==> src/verilog/clk_prescale_consts.vh <==
// Purpose: Shared constants for the system clock prescaler control block
// Assumes: 32-bit AXI4-Lite register bus, byte addresses
// Notes:   Offsets, field positions, reset values and timing counts
`ifndef CLK_PRESCALE_CONSTS_VH
`define CLK_PRESCALE_CONSTS_VH

// Register byte offsets
`define OFS_OSC_TRIM        6'h00
`define OFS_CLOCK_DIV_CTRL  6'h04
`define OFS_CLOCK_CONFIG    6'h08
`define OFS_CLOCK_STATUS    6'h0C

// Field positions in the divide control register
`define UNLOCK_BIT          7
`define SELECT_MSB          3
`define SELECT_LSB          0

// Field positions in the config register
`define EXT_TCLK_BIT        0

// Field positions in the status register
`define ST_UNLOCK_BIT       0
`define ST_SWITCHING_BIT    1
`define ST_TOSC_OK_BIT      2

// Reset values and largest valid code of the select field
`define SELECT_RST_DIV1     4'h0
`define SELECT_RST_DIV8     4'h3
`define SELECT_MAX          4'h8

// Unlock window length in clock cycles
`define UNLOCK_CYCLES       3'h4

// AXI responses
`define RESP_OKAY           2'h0
`define RESP_SLVERR         2'h2

`endif

==> src/verilog/ripple_divider.v <==
// Purpose: Divider counter with glitch-free factor switching
// Assumes: Runs on the undivided source clock, synchronous active-low reset
// Notes:   Counter state is not visible to software
`timescale 1ns/1ps

module ripple_divider
(
    input  wire       aclk,       // Undivided source clock
    input  wire       aresetn,    // Synchronous reset, active low
    input  wire [3:0] sel,        // Requested select code, 0..8
    output reg        clk_en_q,   // One-cycle pulse per divided period
    output reg        clk_div_q,  // Divided clock level
    output reg        busy_q      // High while a factor change settles
);

    reg [7:0] count_q;            // Free running counter
    reg [3:0] cur_sel_q;          // Factor currently in effect
    reg [3:0] pend_sel_q;         // Factor waiting to take effect
    reg [1:0] edges_q;            // Period ends left before busy clears

    // Mask giving the terminal count for a code
    function [7:0] term_mask;
        input [3:0] code;
        begin
            term_mask = (8'h01 << code[2:0]) - 8'h01;
            if (code[3])
            begin
                term_mask = 8'hFF;
            end
        end
    endfunction

    wire wrap = ((count_q & term_mask(cur_sel_q)) == term_mask(cur_sel_q));

    // Counter, output clock and switch sequencing
    always @(posedge aclk)
    begin
        if (!aresetn)
        begin
            count_q    <= 8'h00;
            cur_sel_q  <= 4'h0;
            pend_sel_q <= 4'h0;
            edges_q    <= 2'h0;
            clk_en_q   <= 1'b0;
            clk_div_q  <= 1'b0;
            busy_q     <= 1'b0;
        end
        else
        begin
            count_q  <= count_q + 8'h01;
            clk_en_q <= wrap;
            // Divided clock high in the first half of each period
            if (wrap)
            begin
                clk_div_q <= 1'b1;
            end
            else if ((count_q & term_mask(cur_sel_q)) ==
                     (term_mask(cur_sel_q) >> 1))
            begin
                clk_div_q <= (cur_sel_q == 4'h0);
            end
            // New request: let the old period finish, then one full new period
            if (sel != pend_sel_q)
            begin
                pend_sel_q <= sel;
                edges_q    <= 2'h2;
                busy_q     <= 1'b1;
            end
            else if (wrap && busy_q)
            begin
                // Switch only at a period boundary, so no short pulse
                cur_sel_q <= pend_sel_q;
                count_q   <= 8'h00;
                if (edges_q != 2'h0)
                begin
                    edges_q <= edges_q - 2'h1;
                end
                if (edges_q == 2'h1)
                begin
                    busy_q <= 1'b0;
                end
            end
        end
    end

endmodule // ripple_divider

==> src/verilog/system_clock_prescaler_ctrl.v <==
// Purpose: System clock prescaler control with oscillator trim and clock out
// Assumes: AXI4-Lite register slave on aclk; fuses and pins sampled
// Notes:   Divided clock leaves as an enable pulse plus a level for the pin
`timescale 1ns/1ps
`include "clk_prescale_consts.vh"

module system_clock_prescaler_ctrl
(
    input  wire        aclk,                        // System source clock
    input  wire        aresetn,                     // Synchronous reset, active low
    input  wire [5:0]  s_axi_awaddr,                // Write address
    input  wire        s_axi_awvalid,               // Write address valid
    output reg         s_axi_awready,               // Write address ready
    input  wire [31:0] s_axi_wdata,                 // Write data
    input  wire [3:0]  s_axi_wstrb,                 // Write byte strobes
    input  wire        s_axi_wvalid,                // Write data valid
    output reg         s_axi_wready,                // Write data ready
    output reg  [1:0]  s_axi_bresp,                 // Write response
    output reg         s_axi_bvalid,                // Write response valid
    input  wire        s_axi_bready,                // Write response ready
    input  wire [5:0]  s_axi_araddr,                // Read address
    input  wire        s_axi_arvalid,               // Read address valid
    output reg         s_axi_arready,               // Read address ready
    output reg  [31:0] s_axi_rdata,                 // Read data
    output reg  [1:0]  s_axi_rresp,                 // Read response
    output reg         s_axi_rvalid,                // Read data valid
    input  wire        s_axi_rready,                // Read data ready
    input  wire        clock_pin_drive_fuse,        // Clock-out fuse programmed
    input  wire        divide_by_eight_fuse,        // Start divided by eight
    input  wire [7:0]  factory_trim,                // Stored calibration byte
    input  wire        internal_rc_selected,        // Internal RC is the source
    input  wire        port_pin_out,                // Ordinary port drive value
    input  wire        port_pin_oe,                 // Ordinary port drive enable
    output reg         clock_output_pin_o,          // Pin output value
    output reg         clock_output_pin_oe,         // Pin output enable
    output reg         sys_clk_en,                  // CPU/flash/IO/ADC clock enable
    output reg  [7:0]  osc_trim_o,                  // Trim to the RC oscillator
    output reg         timer_osc_enable,            // Timer oscillator allowed
    output reg         external_timer_clock_select  // External clock on timer pin
);

    reg  [7:0] osc_trim_q;            // Oscillator trim register
    reg  [3:0] divide_select_q;       // Division select field
    reg        divide_change_unlock_q;// Unlock bit
    reg  [2:0] unlock_cnt_q;          // Cycles left in unlock window
    reg        ext_tclk_q;            // External timer clock select
    reg        fuse_s1_q;             // Fuse synchroniser stage 1
    reg        fuse_s2_q;             // Fuse synchroniser stage 2
    reg        fuse_s3_q;             // Fuse synchroniser stage 3
    reg        fuse_q;                // Filtered clock-out fuse
    reg        rst_seen_q;            // Reset-time loads done
    reg        aw_hold_q;             // Write address captured
    reg        w_hold_q;              // Write data captured
    reg  [5:0] aw_addr_q;             // Captured write address
    reg  [31:0] w_data_q;             // Captured write data
    reg  [3:0] w_strb_q;              // Captured write strobes

    wire       div_en;                // Divided clock enable pulse
    wire       div_level;             // Divided clock level
    wire       div_busy;              // Factor change in progress

    // Divider on the raw source clock
    ripple_divider u_div
    (
        .aclk      (aclk),
        .aresetn   (aresetn),
        .sel       (divide_select_q),
        .clk_en_q  (div_en),
        .clk_div_q (div_level),
        .busy_q    (div_busy)
    );

    // True for a select code that has a defined factor
    function sel_valid;
        input [3:0] code;
        begin
            sel_valid = (code <= `SELECT_MAX);
        end
    endfunction

    // Write decode helpers
    wire wr_fire   = aw_hold_q && w_hold_q && !s_axi_bvalid;
    wire wr_ctrl   = wr_fire && (aw_addr_q[5:2] == `OFS_CLOCK_DIV_CTRL >> 2)
                     && w_strb_q[0];
    wire wr_trim   = wr_fire && (aw_addr_q[5:2] == `OFS_OSC_TRIM >> 2)
                     && w_strb_q[0];
    wire wr_cfg    = wr_fire && (aw_addr_q[5:2] == `OFS_CLOCK_CONFIG >> 2)
                     && w_strb_q[0];
    wire wr_known  = (aw_addr_q[5:2] == `OFS_OSC_TRIM >> 2) ||
                     (aw_addr_q[5:2] == `OFS_CLOCK_DIV_CTRL >> 2) ||
                     (aw_addr_q[5:2] == `OFS_CLOCK_CONFIG >> 2) ||
                     (aw_addr_q[5:2] == `OFS_CLOCK_STATUS >> 2);
    wire unlock_wr = wr_ctrl && (w_data_q[7:0] == 8'h80);
    wire select_wr = wr_ctrl && !w_data_q[`UNLOCK_BIT];

    // Fuse pin synchroniser, three stages with agreement filter
    always @(posedge aclk)
    begin
        fuse_s1_q <= clock_pin_drive_fuse;
        fuse_s2_q <= fuse_s1_q;
        fuse_s3_q <= fuse_s2_q;
        // Accept a level only once two stages agree
        if (fuse_s2_q == fuse_s3_q)
        begin
            fuse_q <= fuse_s3_q;
        end
    end

    // Clock pin drive: runs through reset, overrides port function
    always @(posedge aclk)
    begin
        if (fuse_q)
        begin
            clock_output_pin_oe <= 1'b1;
            // Divider is held in reset, so toggle here to keep a clock out
            if (!aresetn)
            begin
                clock_output_pin_o <= !clock_output_pin_o;
            end
            else
            begin
                clock_output_pin_o <= div_level;
            end
        end
        else
        begin
            clock_output_pin_o  <= port_pin_out;
            clock_output_pin_oe <= port_pin_oe;
        end
    end

    // AXI write channel capture
    always @(posedge aclk)
    begin
        if (!aresetn)
        begin
            aw_hold_q     <= 1'b0;
            w_hold_q      <= 1'b0;
            aw_addr_q     <= 6'h00;
            w_data_q      <= 32'h0000_0000;
            w_strb_q      <= 4'h0;
            s_axi_awready <= 1'b0;
            s_axi_wready  <= 1'b0;
            s_axi_bvalid  <= 1'b0;
            s_axi_bresp   <= `RESP_OKAY;
        end
        else
        begin
            s_axi_awready <= !aw_hold_q && !s_axi_awready && s_axi_awvalid;
            s_axi_wready  <= !w_hold_q && !s_axi_wready && s_axi_wvalid;
            // Address taken
            if (s_axi_awvalid && s_axi_awready)
            begin
                aw_hold_q <= 1'b1;
                aw_addr_q <= s_axi_awaddr;
            end
            // Data taken
            if (s_axi_wvalid && s_axi_wready)
            begin
                w_hold_q <= 1'b1;
                w_data_q <= s_axi_wdata;
                w_strb_q <= s_axi_wstrb;
            end
            // Both present: commit and respond
            if (wr_fire)
            begin
                aw_hold_q    <= 1'b0;
                w_hold_q     <= 1'b0;
                s_axi_bvalid <= 1'b1;
                s_axi_bresp  <= wr_known ? `RESP_OKAY : `RESP_SLVERR;
            end
            // Response taken by the master
            else if (s_axi_bvalid && s_axi_bready)
            begin
                s_axi_bvalid <= 1'b0;
            end
        end
    end

    // Prescaler control register and unlock window
    always @(posedge aclk)
    begin
        if (!aresetn)
        begin
            divide_change_unlock_q <= 1'b0;
            unlock_cnt_q           <= 3'h0;
            rst_seen_q             <= 1'b0;
            divide_select_q        <= `SELECT_RST_DIV1;
        end
        else
        begin
            rst_seen_q <= 1'b1;
            // Select reset value caught just after release
            if (!rst_seen_q)
            begin
                divide_select_q <= divide_by_eight_fuse ?
                                   `SELECT_RST_DIV8 : `SELECT_RST_DIV1;
            end
            else if (select_wr && divide_change_unlock_q)
            begin
                // Any defined code accepted; reserved ones dropped
                if (sel_valid(w_data_q[3:0]))
                begin
                    divide_select_q <= w_data_q[3:0];
                end
            end
            // Unlock bit: set only by a lone write, timeout not restarted
            if (divide_change_unlock_q)
            begin
                if (select_wr || unlock_cnt_q == 3'h1)
                begin
                    divide_change_unlock_q <= 1'b0;
                    unlock_cnt_q           <= 3'h0;
                end
                else
                begin
                    unlock_cnt_q <= unlock_cnt_q - 3'h1;
                end
            end
            // Lone unlock write opens the window
            else if (unlock_wr)
            begin
                divide_change_unlock_q <= 1'b1;
                unlock_cnt_q           <= `UNLOCK_CYCLES;
            end
        end
    end

    // Trim and timer configuration registers
    always @(posedge aclk)
    begin
        if (!aresetn)
        begin
            osc_trim_q <= 8'h00;
            ext_tclk_q <= 1'b0;
        end
        else
        begin
            if (!rst_seen_q)
            begin
                osc_trim_q <= factory_trim;
            end
            else if (wr_trim)
            begin
                // Bit 7 range, bits 6:0 fine tune, passed straight through
                osc_trim_q <= w_data_q[7:0];
            end
            if (wr_cfg)
            begin
                ext_tclk_q <= w_data_q[`EXT_TCLK_BIT];
            end
        end
    end

    // Registered outputs to the clock system
    always @(posedge aclk)
    begin
        if (!aresetn)
        begin
            sys_clk_en                  <= 1'b0;
            osc_trim_o                  <= 8'h00;
            timer_osc_enable            <= 1'b0;
            external_timer_clock_select <= 1'b0;
        end
        else
        begin
            sys_clk_en                  <= div_en;
            osc_trim_o                  <= osc_trim_q;
            timer_osc_enable            <= internal_rc_selected;
            // External timer clock only with the internal RC source
            external_timer_clock_select <= ext_tclk_q & internal_rc_selected;
        end
    end

    // AXI read channel
    always @(posedge aclk)
    begin
        if (!aresetn)
        begin
            s_axi_arready <= 1'b0;
            s_axi_rvalid  <= 1'b0;
            s_axi_rdata   <= 32'h0000_0000;
            s_axi_rresp   <= `RESP_OKAY;
        end
        else
        begin
            s_axi_arready <= !s_axi_rvalid && !s_axi_arready && s_axi_arvalid;
            if (s_axi_arvalid && s_axi_arready)
            begin
                s_axi_rvalid <= 1'b1;
                s_axi_rresp  <= `RESP_OKAY;
                case (s_axi_araddr[5:2])
                    `OFS_OSC_TRIM >> 2:
                        s_axi_rdata <= {24'h000000, osc_trim_q};
                    `OFS_CLOCK_DIV_CTRL >> 2:
                        s_axi_rdata <= {24'h000000, divide_change_unlock_q,
                                        3'h0, divide_select_q};
                    `OFS_CLOCK_CONFIG >> 2:
                        s_axi_rdata <= {31'h00000000, ext_tclk_q};
                    `OFS_CLOCK_STATUS >> 2:
                        s_axi_rdata <= {29'h00000000, internal_rc_selected,
                                        div_busy, divide_change_unlock_q};
                    // Unmapped offset: zero data, slave error
                    default:
                    begin
                        s_axi_rdata <= 32'h0000_0000;
                        s_axi_rresp <= `RESP_SLVERR;
                    end
                endcase
            end
            // Read data taken by the master
            else if (s_axi_rvalid && s_axi_rready)
            begin
                s_axi_rvalid <= 1'b0;
            end
        end
    end

endmodule // system_clock_prescaler_ctrl

==> config.mk <==
export PLATFORM = sky130hd
export DESIGN_NAME = system_clock_prescaler_ctrl
export DESIGN_NICKNAME = d
export VERILOG_FILES = /design/src/verilog/ripple_divider.v /design/src/verilog/system_clock_prescaler_ctrl.v
export VERILOG_INCLUDE_DIRS = /design/src /design/src/verilog
export SDC_FILE = /design/constraint.sdc
export NUM_CORES = 1
export LEC_CHECK = 0
export BUFFER_PORTS_ARGS = -buffer_cell sky130_fd_sc_hd__buf_2
export CELL_PAD_IN_SITES_DETAIL_PLACEMENT = 0
export CELL_PAD_IN_SITES_GLOBAL_PLACEMENT = 1
export CORE_UTILIZATION = 34
export CTS_CLUSTER_DIAMETER = 40
export CTS_CLUSTER_SIZE = 12
export DETAILED_ROUTE_END_ITERATION = 8
export PLACE_DENSITY = 0.81
export SYNTH_ARGS = -nofsm -noshare
export SYNTH_HDL_FRONTEND = slang
export SYNTH_SLANG_ARGS = --single-unit
export TNS_END_PERCENT = 20
==> constraint.sdc <==
create_clock -name aclk -period 2.18 [get_ports aclk]
set_input_delay 0.327 -clock aclk [delete_from_list [all_inputs] [get_ports aclk]]
set_output_delay 0.327 -clock aclk [all_outputs]
set_load 0.01 [all_outputs]
After elaboration in Yosys (flattened, before gate mapping)
Cells that the tools add are included.

Bits in registers: 114. Input bits: 68. Output and inout bits: 54. Word-level logic and storage cells: 154.

Add/subtract/negate cells: 4. Order comparisons: 1. Eq/ne operators: 16. Shift operators: 1. Muxes and demuxes: 35. Bitwise operators: 5. Reduce and logical (&&, ||, !) cells: 55.

Operator list (number): $mux W8 (7); $pmux W8 S4 (1); $logic_and A1 B1 Y1 (23); $and A8 B8 Y8 (2); $eq A4 B2 Y1 const B (4); $reduce_bool A2 Y1 (8); $mux W1 (15); $logic_not A4 Y1 (3); $mux W2 (6); $mux W4 (3); $reduce_and A2 Y1 (5); $logic_not A1 Y1 (9); $mux W3 (3); $add A8 B1 Y8 const B (1); $eq A4 B1 Y1 const B (2); $eq A8 B7 Y1 (1); $eq A8 B8 Y1 (1); $eq A8 B8 Y1 const B (1); $shl A1 B3 Y8 const A (1); $sub A8 B1 Y8 const B (1); $ne A2 B1 Y1 const B (3); $le A4 B4 Y1 const B (1); $logic_or A1 B1 Y1 (4); $ne A4 B4 Y1 (1); 9 further kinds (11).

Longest topological paths before layout
Gate-level depths: netlist of run 1.

Depth after elaboration: 11. Gate-level depth with buffers: 12. Depth with buffers taken out: 9.

Cells and area by module
A second synthesis of run 1 with hierarchy kept.

Cell total of the unflattened synthesis: 444. Area total of the unflattened synthesis: 3973.8 µm².

By module, submodules not included: system_clock_prescaler_ctrl (times used 1, cells an instance 287, area an instance 2685.1 µm², sequential area each 1311.3 µm²); ripple_divider (times used 1, cells an instance 157, area an instance 1288.7 µm², sequential area each 420.4 µm²).

Least setup slack after synthesis of run 1
No wires, ideal clock.

Path type: register to register. From: register u_div.cur_sel_q[2]. To: register u_div.count_q[1]. Library setup time: 116 ps. Data arrival time: 2290 ps. Data required time: 2064 ps. Path slack: -226 ps. Cell stages (with the launch flop): 12. Path buffers: 3. Period minus slack after synthesis: 2406 ps. Path through: dfxtp_1 > buf_4 > nor2_1 > nand2_1 > ha_1 > buf_2 > xnor2_1 > a22oi_1 > o2111ai_1 > or4_4 > buf_6 > and3_1.

Word-level cells in the longest chain between the ends: 8.

Ends and longest elaborated chain: from (decl) (RTL line ripple_divider.v:17) `reg [3:0] cur_sel_q;`; from (signal assigned) (RTL line ripple_divider.v:72) `cur_sel_q <= pend_sel_q;`; $shl A1 B3 Y8 (*) (RTL line ripple_divider.v:25) `term_mask = (8'h01 << code[2:0]) - 8'h01;`; $sub A8 B1 Y8 (*) (RTL line ripple_divider.v:25); $mux W8 (*) (RTL line ripple_divider.v:26) `if (code[3])`; $and A8 B8 Y8 (RTL line ripple_divider.v:33) `wire wrap = ((count_q & term_mask(cur_sel_q)) == term_mask(cur_sel_q));`; $eq A8 B8 Y1 (*) (RTL line ripple_divider.v:33); $logic_and A1 B1 Y1 (*) (RTL line ripple_divider.v:69) `else if (wrap && busy_q)`; $mux W8 (*) (RTL line ripple_divider.v:69); $mux W8 (*) (RTL line ripple_divider.v:63) `if (sel != pend_sel_q)`; to (signal assigned) (RTL line ripple_divider.v:50) `count_q <= count_q + 8'h01;`; to (decl) (RTL line ripple_divider.v:16) `reg [7:0] count_q;`.

Mark *: on every way between the ends. The rest lies on a longest branch, timed or not. A chain may end at the register's enable or synchronous reset.

Worst setup path in the final report of run 1
From: register u_div.cur_sel_q[1]. To: register u_div.clk_div_q.

Word-level cells in the longest chain between the ends: 8. Elaborated cells between the ends (all ways): 13. Those cells by class: 1 x add/sub; 2 x eq/ne; 1 x shift; 5 x mux; 2 x bitwise; 2 x reduce/logical.

Ends and longest elaborated chain: $shl A1 B3 Y8 (RTL line ripple_divider.v:25); $sub A8 B1 Y8 (RTL line ripple_divider.v:25); $mux W8 (RTL line ripple_divider.v:26); $mux W8 (RTL line ripple_divider.v:53) `if (wrap)`; $mux W8 (RTL line ripple_divider.v:38) `if (!aresetn)`; $and A8 B8 Y8 (RTL line ripple_divider.v:57) `else if ((count_q & term_mask(cur_sel_q)) ==`; $eq A8 B7 Y1 (RTL line ripple_divider.v:57); $reduce_bool A2 Y1 (no source line); to (signal assigned) (RTL line ripple_divider.v:60) `clk_div_q <= (cur_sel_q == 4'h0);`; to (decl) (RTL line ripple_divider.v:12) `output reg clk_div_q,`.

Parallel ways exist; a longest one is shown, timed or not. The select of a mux whose other input is x is not followed.

==> flow_summary.yaml, run 1 <==
run_status:
  violations: "negative setup slack"
  status: "finished with violations"
drt:
  num_vias: 3283
  drt-vias-per-instance: 4.84
  wirelength_um: 8920
  drc: 0
  drt_iter0_markers: 116
  drt-pass1-iter-count: 4
  detail-route-antenna-nets: 0
  wl_per_cell_um: 13.2
layout:
  final_layout_size_suffix_gt1_share_pct: 27.3
  finalInstanceArea_um2: 4860
  nNetsFinal: 605
  diodes: 0
  syn_to_final_growth_pct: 24.5
die:
  row_count: 38
  die-height_um: 109
  start_util_pct: 35.4
  core_area_um2: 11000
  dieArea_um2: 11900
  dieWidth_um: 109
  io_pins: 122
grt:
  grt.overflow.total: 0
  grt_use_met3_pct: 2.57
  grt_pass1_wl_um: 14100
  grt_pass1_vias: 3090
  track_usage_pct: 15.1
  grt_max_degree: 38
  busiest_layer: "met2"
  use_met1_pct: 18.9
  met2_usage_pct: 25.1
  antenna_found_initial: 0
power_and_ir_drop:
  p_per_area_nw_per_um2: 741
  internal_power_w: 0.00273
  peakVddDrop_uv: 506
  switching_share_pct: 24.2
  p_sw_w: 0.000873
  pwr-share-comb_pct: 10.7
  clkPwrFrac_pct: 41.9
  leakage_nw: 2.03
  p_seq_share_pct: 47.4
clocking:
  cts_tree: "yes"
  cts_buffer_depth: 2
  clock_latency_ns: 0.34
  cts_buffers: 9
  cts_root_buf: "clkbuf_16"
  cts_max_level: 3
  clk_pin_slew_ns: 0.06
  cts.sinks: 86
synthesis:
  synth_cell_types: 59
  syn_area_um2: 3900
  syn_avg_cell_area_um2: 8.67
  ys.flop_type: "dfxtp_1"
  async_flop_share_pct: 0
  synth_seq_cells: 86
  syn_inst: 450
  synth_edf_count: 1
  ys_warn_count: 0
  seq_area_frac_synth_pct: 44.4
sta:
  fin_worst_skew_ns: 0.00484
  timing.final.crit_share_pct: 101
  finalMaxSlewViolations: 0
  fin_worst_hold_slack_ns: 0.0922
  setup_viol: 3
  max_slew_margin_pct: 57.8
  rsz0062_at_grt: "yes"
  worstMarginPinSlew_ns: 0.632
  fmax_mhz: 456
  hold_violations: 0
  finalWorstSetupSlack_ns: -0.0139
  min_period_ns: 2.19
setup_path:
  critPathLaunchType: "register"
  cp_top_family: "simple AND/OR/NAND/NOR gates"
  end_kind: "register"
  arrival_ns: 2.39
  cp_num_buf_inv: 1
  crit_fanout: 8
  worst_path_largest_cell_delay_ns: 0.35
  slowest_stage: "or3_4"
  critPathKind: "register to register"
  crit_start: "u_div.cur_sel_q[1]"
  crit_required_ns: 2.38
  regToRegStartpoint: "u_div.cur_sel_q[1]"
  worstPathCellList: "nor2_4 -> nand2_2 -> ha_4 -> nand2b_1 -> or3_4 -> a41oi_4 -> nor3_2 -> buf_4 -> a211oi_2 -> a31oi_1"
placed_design:
  place_area_um2: 4430
  gp_congestion: 0.893
  dp_hpwl_um: 6350
  port_buffers: 64
job:
  max_cap_viol_count: 0
min_path:
  hp-class: "input pin to register"
  hold_start: "clock_pin_drive_fuse"
## metrics by stage
stage	power (W)	setup slack, ns	util, %	TNS [ns]	cells
2_1_floorplan	0.00198	-0.0327	-	-0.0771	475
3_3_place_gp	0.00209	-0.0395	40.2	-0.275	657
3_5_place_dp	0.00210	-0.0914	40.2	-0.793	657
4_1_cts	0.00362	-0.0484	43.0	-0.0622	673
5_1_grt	0.00376	-0.101	44.0	-1.02	678
6_report	0.00360	-0.0139	44.0	-0.0312	678
## final cells by class
class                   count  area (um2)
clock buffers              12         278
clock inverters             4        27.5
fillers                  1128        6170
inverters                  12        45.0
multi-input cells         328        2040
flip-flops and latches     86        1740
well taps                 140         175
repair buffers             96         562
## per-layer routing
| metal | wire length [um] | vias up |
|---|---|---|
| met3 | 269 | 10 |
| met4 | 114 | 0 |
| met1 | 4030 | 1527 |
| met2 | 4500 | 65 |
| li1 | - | 1681 |
| met5 | 0 | - |
## final timing paths
kind / endpoint / cells past startpoint / slack, ns
worst min-delay path: fuse_s1_q / 1 / 0.09
worst min register to register: fuse_s2_q / 0 / 0.34
worst max-delay path: u_div.clk_div_q / 10 / -0.01
worst max register to register: u_div.clk_div_q / 10 / -0.01
## power by group through the flow
stage | clock network [W] | registers (W) | logic (W)
after floorplan | 0 | 0.00173 | 0.000256
after global placement | 0 | 0.00174 | 0.000349
after detailed placement | 0 | 0.00174 | 0.000355
after CTS | 0.00155 | 0.00171 | 0.000361
after global routing | 0.00162 | 0.00172 | 0.000427
final | 0.00151 | 0.00171 | 0.000386
## flip-flops by register name (all words and copies together) (netlist names), 2 cells and up
signal,cells
w_data_q,8
aw_addr_q,4
unlock_cnt_q,3
u_div.edges_q,2
osc_trim_o,8
u_div.count_q,8
divide_select_q,4
osc_trim_q,8
u_div.cur_sel_q,4
s_axi_rdata,8
u_div.pend_sel_q,4
## layout by cell type (no fill, tap or decap), types with 3 or more instances in the layout
cell,netlist,final
nand3b_1,3,3
xor2_1,7,7
inv_1,10,9
or2_2,3,3
nand2_2,0,3
a22oi_1,8,7
and2_1,17,17
ha_1,4,3
buf_2,2,65
o22ai_1,5,5
dfxtp_1,85,82
clkbuf_16,0,10
nand2_1,52,49
nor3_1,10,9
mux2i_1,20,20
a211oi_1,11,10
dfxtp_2,0,3
o21ai_2,0,3
and3_1,3,3
nand4_1,3,3
conb_1,1,26
nand3_1,19,19
a21oi_1,26,26
o21ai_0,10,10
xnor2_1,6,5
nor4b_1,3,3
inv_2,2,3
nand2b_1,5,5
nor2b_1,4,3
buf_4,28,30
nor2_1,43,42
## cell usage after synthesis, drive strengths merged, types with 2 or more instances
| cell type | instances | area share (%) |
|---|---|---|
| dfxtp | 85 | 44 |
| nand2 | 52 | 5.0 |
| nor2 | 43 | 4.1 |
| buf | 33 | 6.1 |
| a21oi | 26 | 3.3 |
| mux2i | 20 | 5.1 |
| nand3 | 20 | 2.7 |
| and2 | 17 | 2.7 |
| clkbuf | 17 | 1.6 |
| o21ai | 15 | 1.9 |
| inv | 12 | 1.2 |
| a211oi | 11 | 2.1 |
| nor3 | 11 | 1.7 |
| a22oi | 8 | 1.5 |
| xor2 | 7 | 1.6 |
| xnor2 | 6 | 1.3 |
| nand2b | 5 | 0.80 |
| o22ai | 5 | 0.80 |
| ha | 4 | 1.3 |
| nor2b | 4 | 0.64 |
| a31oi | 3 | 0.48 |
| and3 | 3 | 0.48 |
| nand3b | 3 | 0.58 |
| nand4 | 3 | 0.48 |
| nor4 | 3 | 0.64 |
| nor4b | 3 | 0.67 |
| or2 | 3 | 0.48 |
| a41oi | 2 | 0.45 |
| mux2 | 2 | 0.58 |
| o21a | 2 | 0.38 |
| or3 | 2 | 0.32 |
| or4 | 2 | 0.48 |
## cell families (layout without fill, tap and decap cells)
family | after synthesis | count (layout) | synth area share [%]
AOI/OAI and AO/OA | 85 | 85 | 13.9
xor gates and xnor gates | 13 | 13 | 2.92
adders and majority gates | 4 | 4 | 1.28
buffers and inverters | 62 | 124 | 8.91
DFF | 86 | 86 | 44.4
muxes | 23 | 23 | 6.28
other | 1 | 26 | 0.0961
and+or+nand+nor | 176 | 177 | 22.3
## what timing repair did
action	in CTS	in global routing
hold buffers	0	0
pin swaps	0	7
gates resized for setup	2	16
setup buffers	0	4
cloned	0	1
endpoints found under the setup margin	12	15
Note: power is estimated with default switching activity, not from simulation.
==> run 2: changes to the inputs <==
CORE_ASPECT_RATIO = 0.7   (was not set)
==> run 2 against run 1 <==
The run now ends clean; utilization is 0.18 points lower; maximum frequency is 2.2% higher; non-clock buffer count is 3 lower; cell count is 1.5% higher; routed wire length is 6.3% higher; worst hold slack worse by 0.0012 ns; final area is 0.13% higher; setup slack better by 0.048 ns; register-to-register slack better by 0.05 ns; clock power is 8% lower; sequential power hardly changed; combinational power is 2% higher; largest power group unchanged; highest routed layer unchanged.
==> flow_summary.yaml, run 2 (synthesized netlist as in run 1, its figures left out) <==
run_status:
  status: "finished clean"
clocking:
  cts_buffer_depth: 2
  cts_max_level: 3
  cts.sinks: 86
  cts_buffers: 9
  cts_root_buf: "clkbuf_16"
  postCtsHoldBufs: 0
  clock_latency_ns: 0.34
  clk_pin_slew_ns: 0.06
  cts_tree: "yes"
setup_path:
  arrival_ns: 2.35
  crit_start: "u_div.cur_sel_q[2]"
  crit_fanout: 7
  crit_required_ns: 2.38
  end_kind: "register"
  critPathLaunchType: "register"
  regToRegStartpoint: "u_div.cur_sel_q[2]"
  critPathKind: "register to register"
power_and_ir_drop:
  peakVddDrop_uv: 385
  internal_power_w: 0.00263
  p_per_area_nw_per_um2: 721
  leakage_nw: 1.99
  switching_share_pct: 25.0
  clkPwrFrac_pct: 39.8
  p_seq_share_pct: 49.0
  p_sw_w: 0.000877
  pwr-share-comb_pct: 11.2
  fin_total_pwr_w: 0.00351
min_path:
  hold_start: "clock_pin_drive_fuse"
  hp-class: "input pin to register"
job:
  max_cap_viol_count: 0
grt:
  grt_pass1_vias: 3098
  antenna_found_initial: 0
  grt_max_degree: 43
  grt.overflow.total: 0
  track_usage_pct: 16.8
  grt_pass1_wl_um: 15400
die:
  die-height_um: 91.7
  row_count: 32
  core_area_um2: 11100
  io_pins: 122
  dieWidth_um: 130
  dieArea_um2: 11900
  start_util_pct: 35.2
drt:
  drt_iter0_markers: 253
  drt-vias-per-instance: 4.90
  num_vias: 3368
  wirelength_um: 9480
  drt-pass1-iter-count: 5
  detail-route-antenna-nets: 0
  drc: 0
  wl_per_cell_um: 13.8
placed_design:
  port_buffers: 64
  place_area_um2: 4430
  dp_hpwl_um: 6820
  placed_cells: 668
  gp_congestion: 0.831
sta:
  rsz0062_at_grt: "yes"
  fin_worst_hold_slack_ns: 0.0909
  max_slew_margin_pct: 57.6
  fin_worst_skew_ns: 0.00746
  fmax_mhz: 466
  setup_viol: 0
  min_period_ns: 2.15
  worstMarginPinSlew_ns: 0.634
  finalMaxSlewViolations: 0
  timing.final.crit_share_pct: 98.5
  hold_violations: 0
layout:
  syn_to_final_growth_pct: 24.6
  final.fill_count: 1096
  diodes: 0
  finalInstanceArea_um2: 4860
  final_layout_size_suffix_gt1_share_pct: 27.1
  final_cell_mix: "82 x dfxtp_1, 64 x buf_2, 48 x nand2_1"
  nNetsFinal: 602
  final_core_util_pct: 43.9
  mostFrequentLayoutCell: "dfxtp_1"
  finalNonFillerCells: 688
run 2: changes by cell type in the layout (fill, tap and decap cells not counted), moves of 2 or more:
| cell | delta |
|---|---|
| buf_6 | +2 |
| clkbuf_1 | +3 |
| buf_4 | -4 |
| clkinv_4 | -2 |
| o21ai_2 | +2 |
| clkinvlp_4 | +2 |
run 2: layout make-up:
class	instances	area [um2]	area share (%)
Multi-Input combinational cell	328	2070	42.6
Sequential cell	86	1740	35.7
Timing Repair Buffer	93	549	11.3
Clock buffer	13	250	5.14
Tap cell	153	191	3.94
Inverter	12	45.0	0.926
Clock inverter	3	20.0	0.412
run 2: path summary, 6_finish.rpt:
kind / end / cells past startpoint / slack [ns]
hold reg to reg: fuse_s2_q / 0 / 0.34
setup / recovery: u_div.clk_div_q / 10 / 0.03
setup reg to reg: u_div.clk_div_q / 10 / 0.03
hold / removal: fuse_s1_q / 1 / 0.09
run 2: layer usage:
metal	wire, um	up-vias	track usage [%]	share of wire [%]
met4	91	0	5.91	0.96
met3	510	7	4.32	5.4
met5	0	-	0	0
li1	-	1676	-	-
met2	4120	90	23.1	43
met1	4750	1595	24.9	50
run 2: critical path, cell delays in order (launching register included):
cell      delay (ns)
dfxtp_2         0.33
nor2_4          0.14
nand2_2         0.09
ha_4            0.21
nand2b_1        0.16
or3_4           0.34
a41oi_4         0.30
nor3_4          0.07
buf_6           0.13
a211oi_2        0.13
a31oi_1         0.11
run 2: power groups by stage:
stage	clock network, W	registers [W]	logic, W
2_1_floorplan	0	0.00173	0.000256
3_3_place_gp	0	0.00175	0.000337
3_5_place_dp	0	0.00175	0.000342
4_1_cts	0.00143	0.00172	0.000367
5_1_grt	0.00150	0.00173	0.000436
6_report	0.00139	0.00172	0.000393
run 2: metrics by stage:
stage / setup TNS [ns] / setup slack, ns
final: 0 / 0.0336
after global routing: -0.160 / -0.0471
after CTS: -0.0252 / -0.00972
after detailed placement: -0.466 / -0.0652
after global placement: -0.0641 / -0.0481
after floorplan: -0.0771 / -0.0327
run 2: repair_timing:
action                                  4_1_cts  5_1_grt
resized for setup                            12       15
buffers inserted                              1        2
endpoints found under the setup margin       11       16
cloned                                        1        0
pin swaps                                     7       12
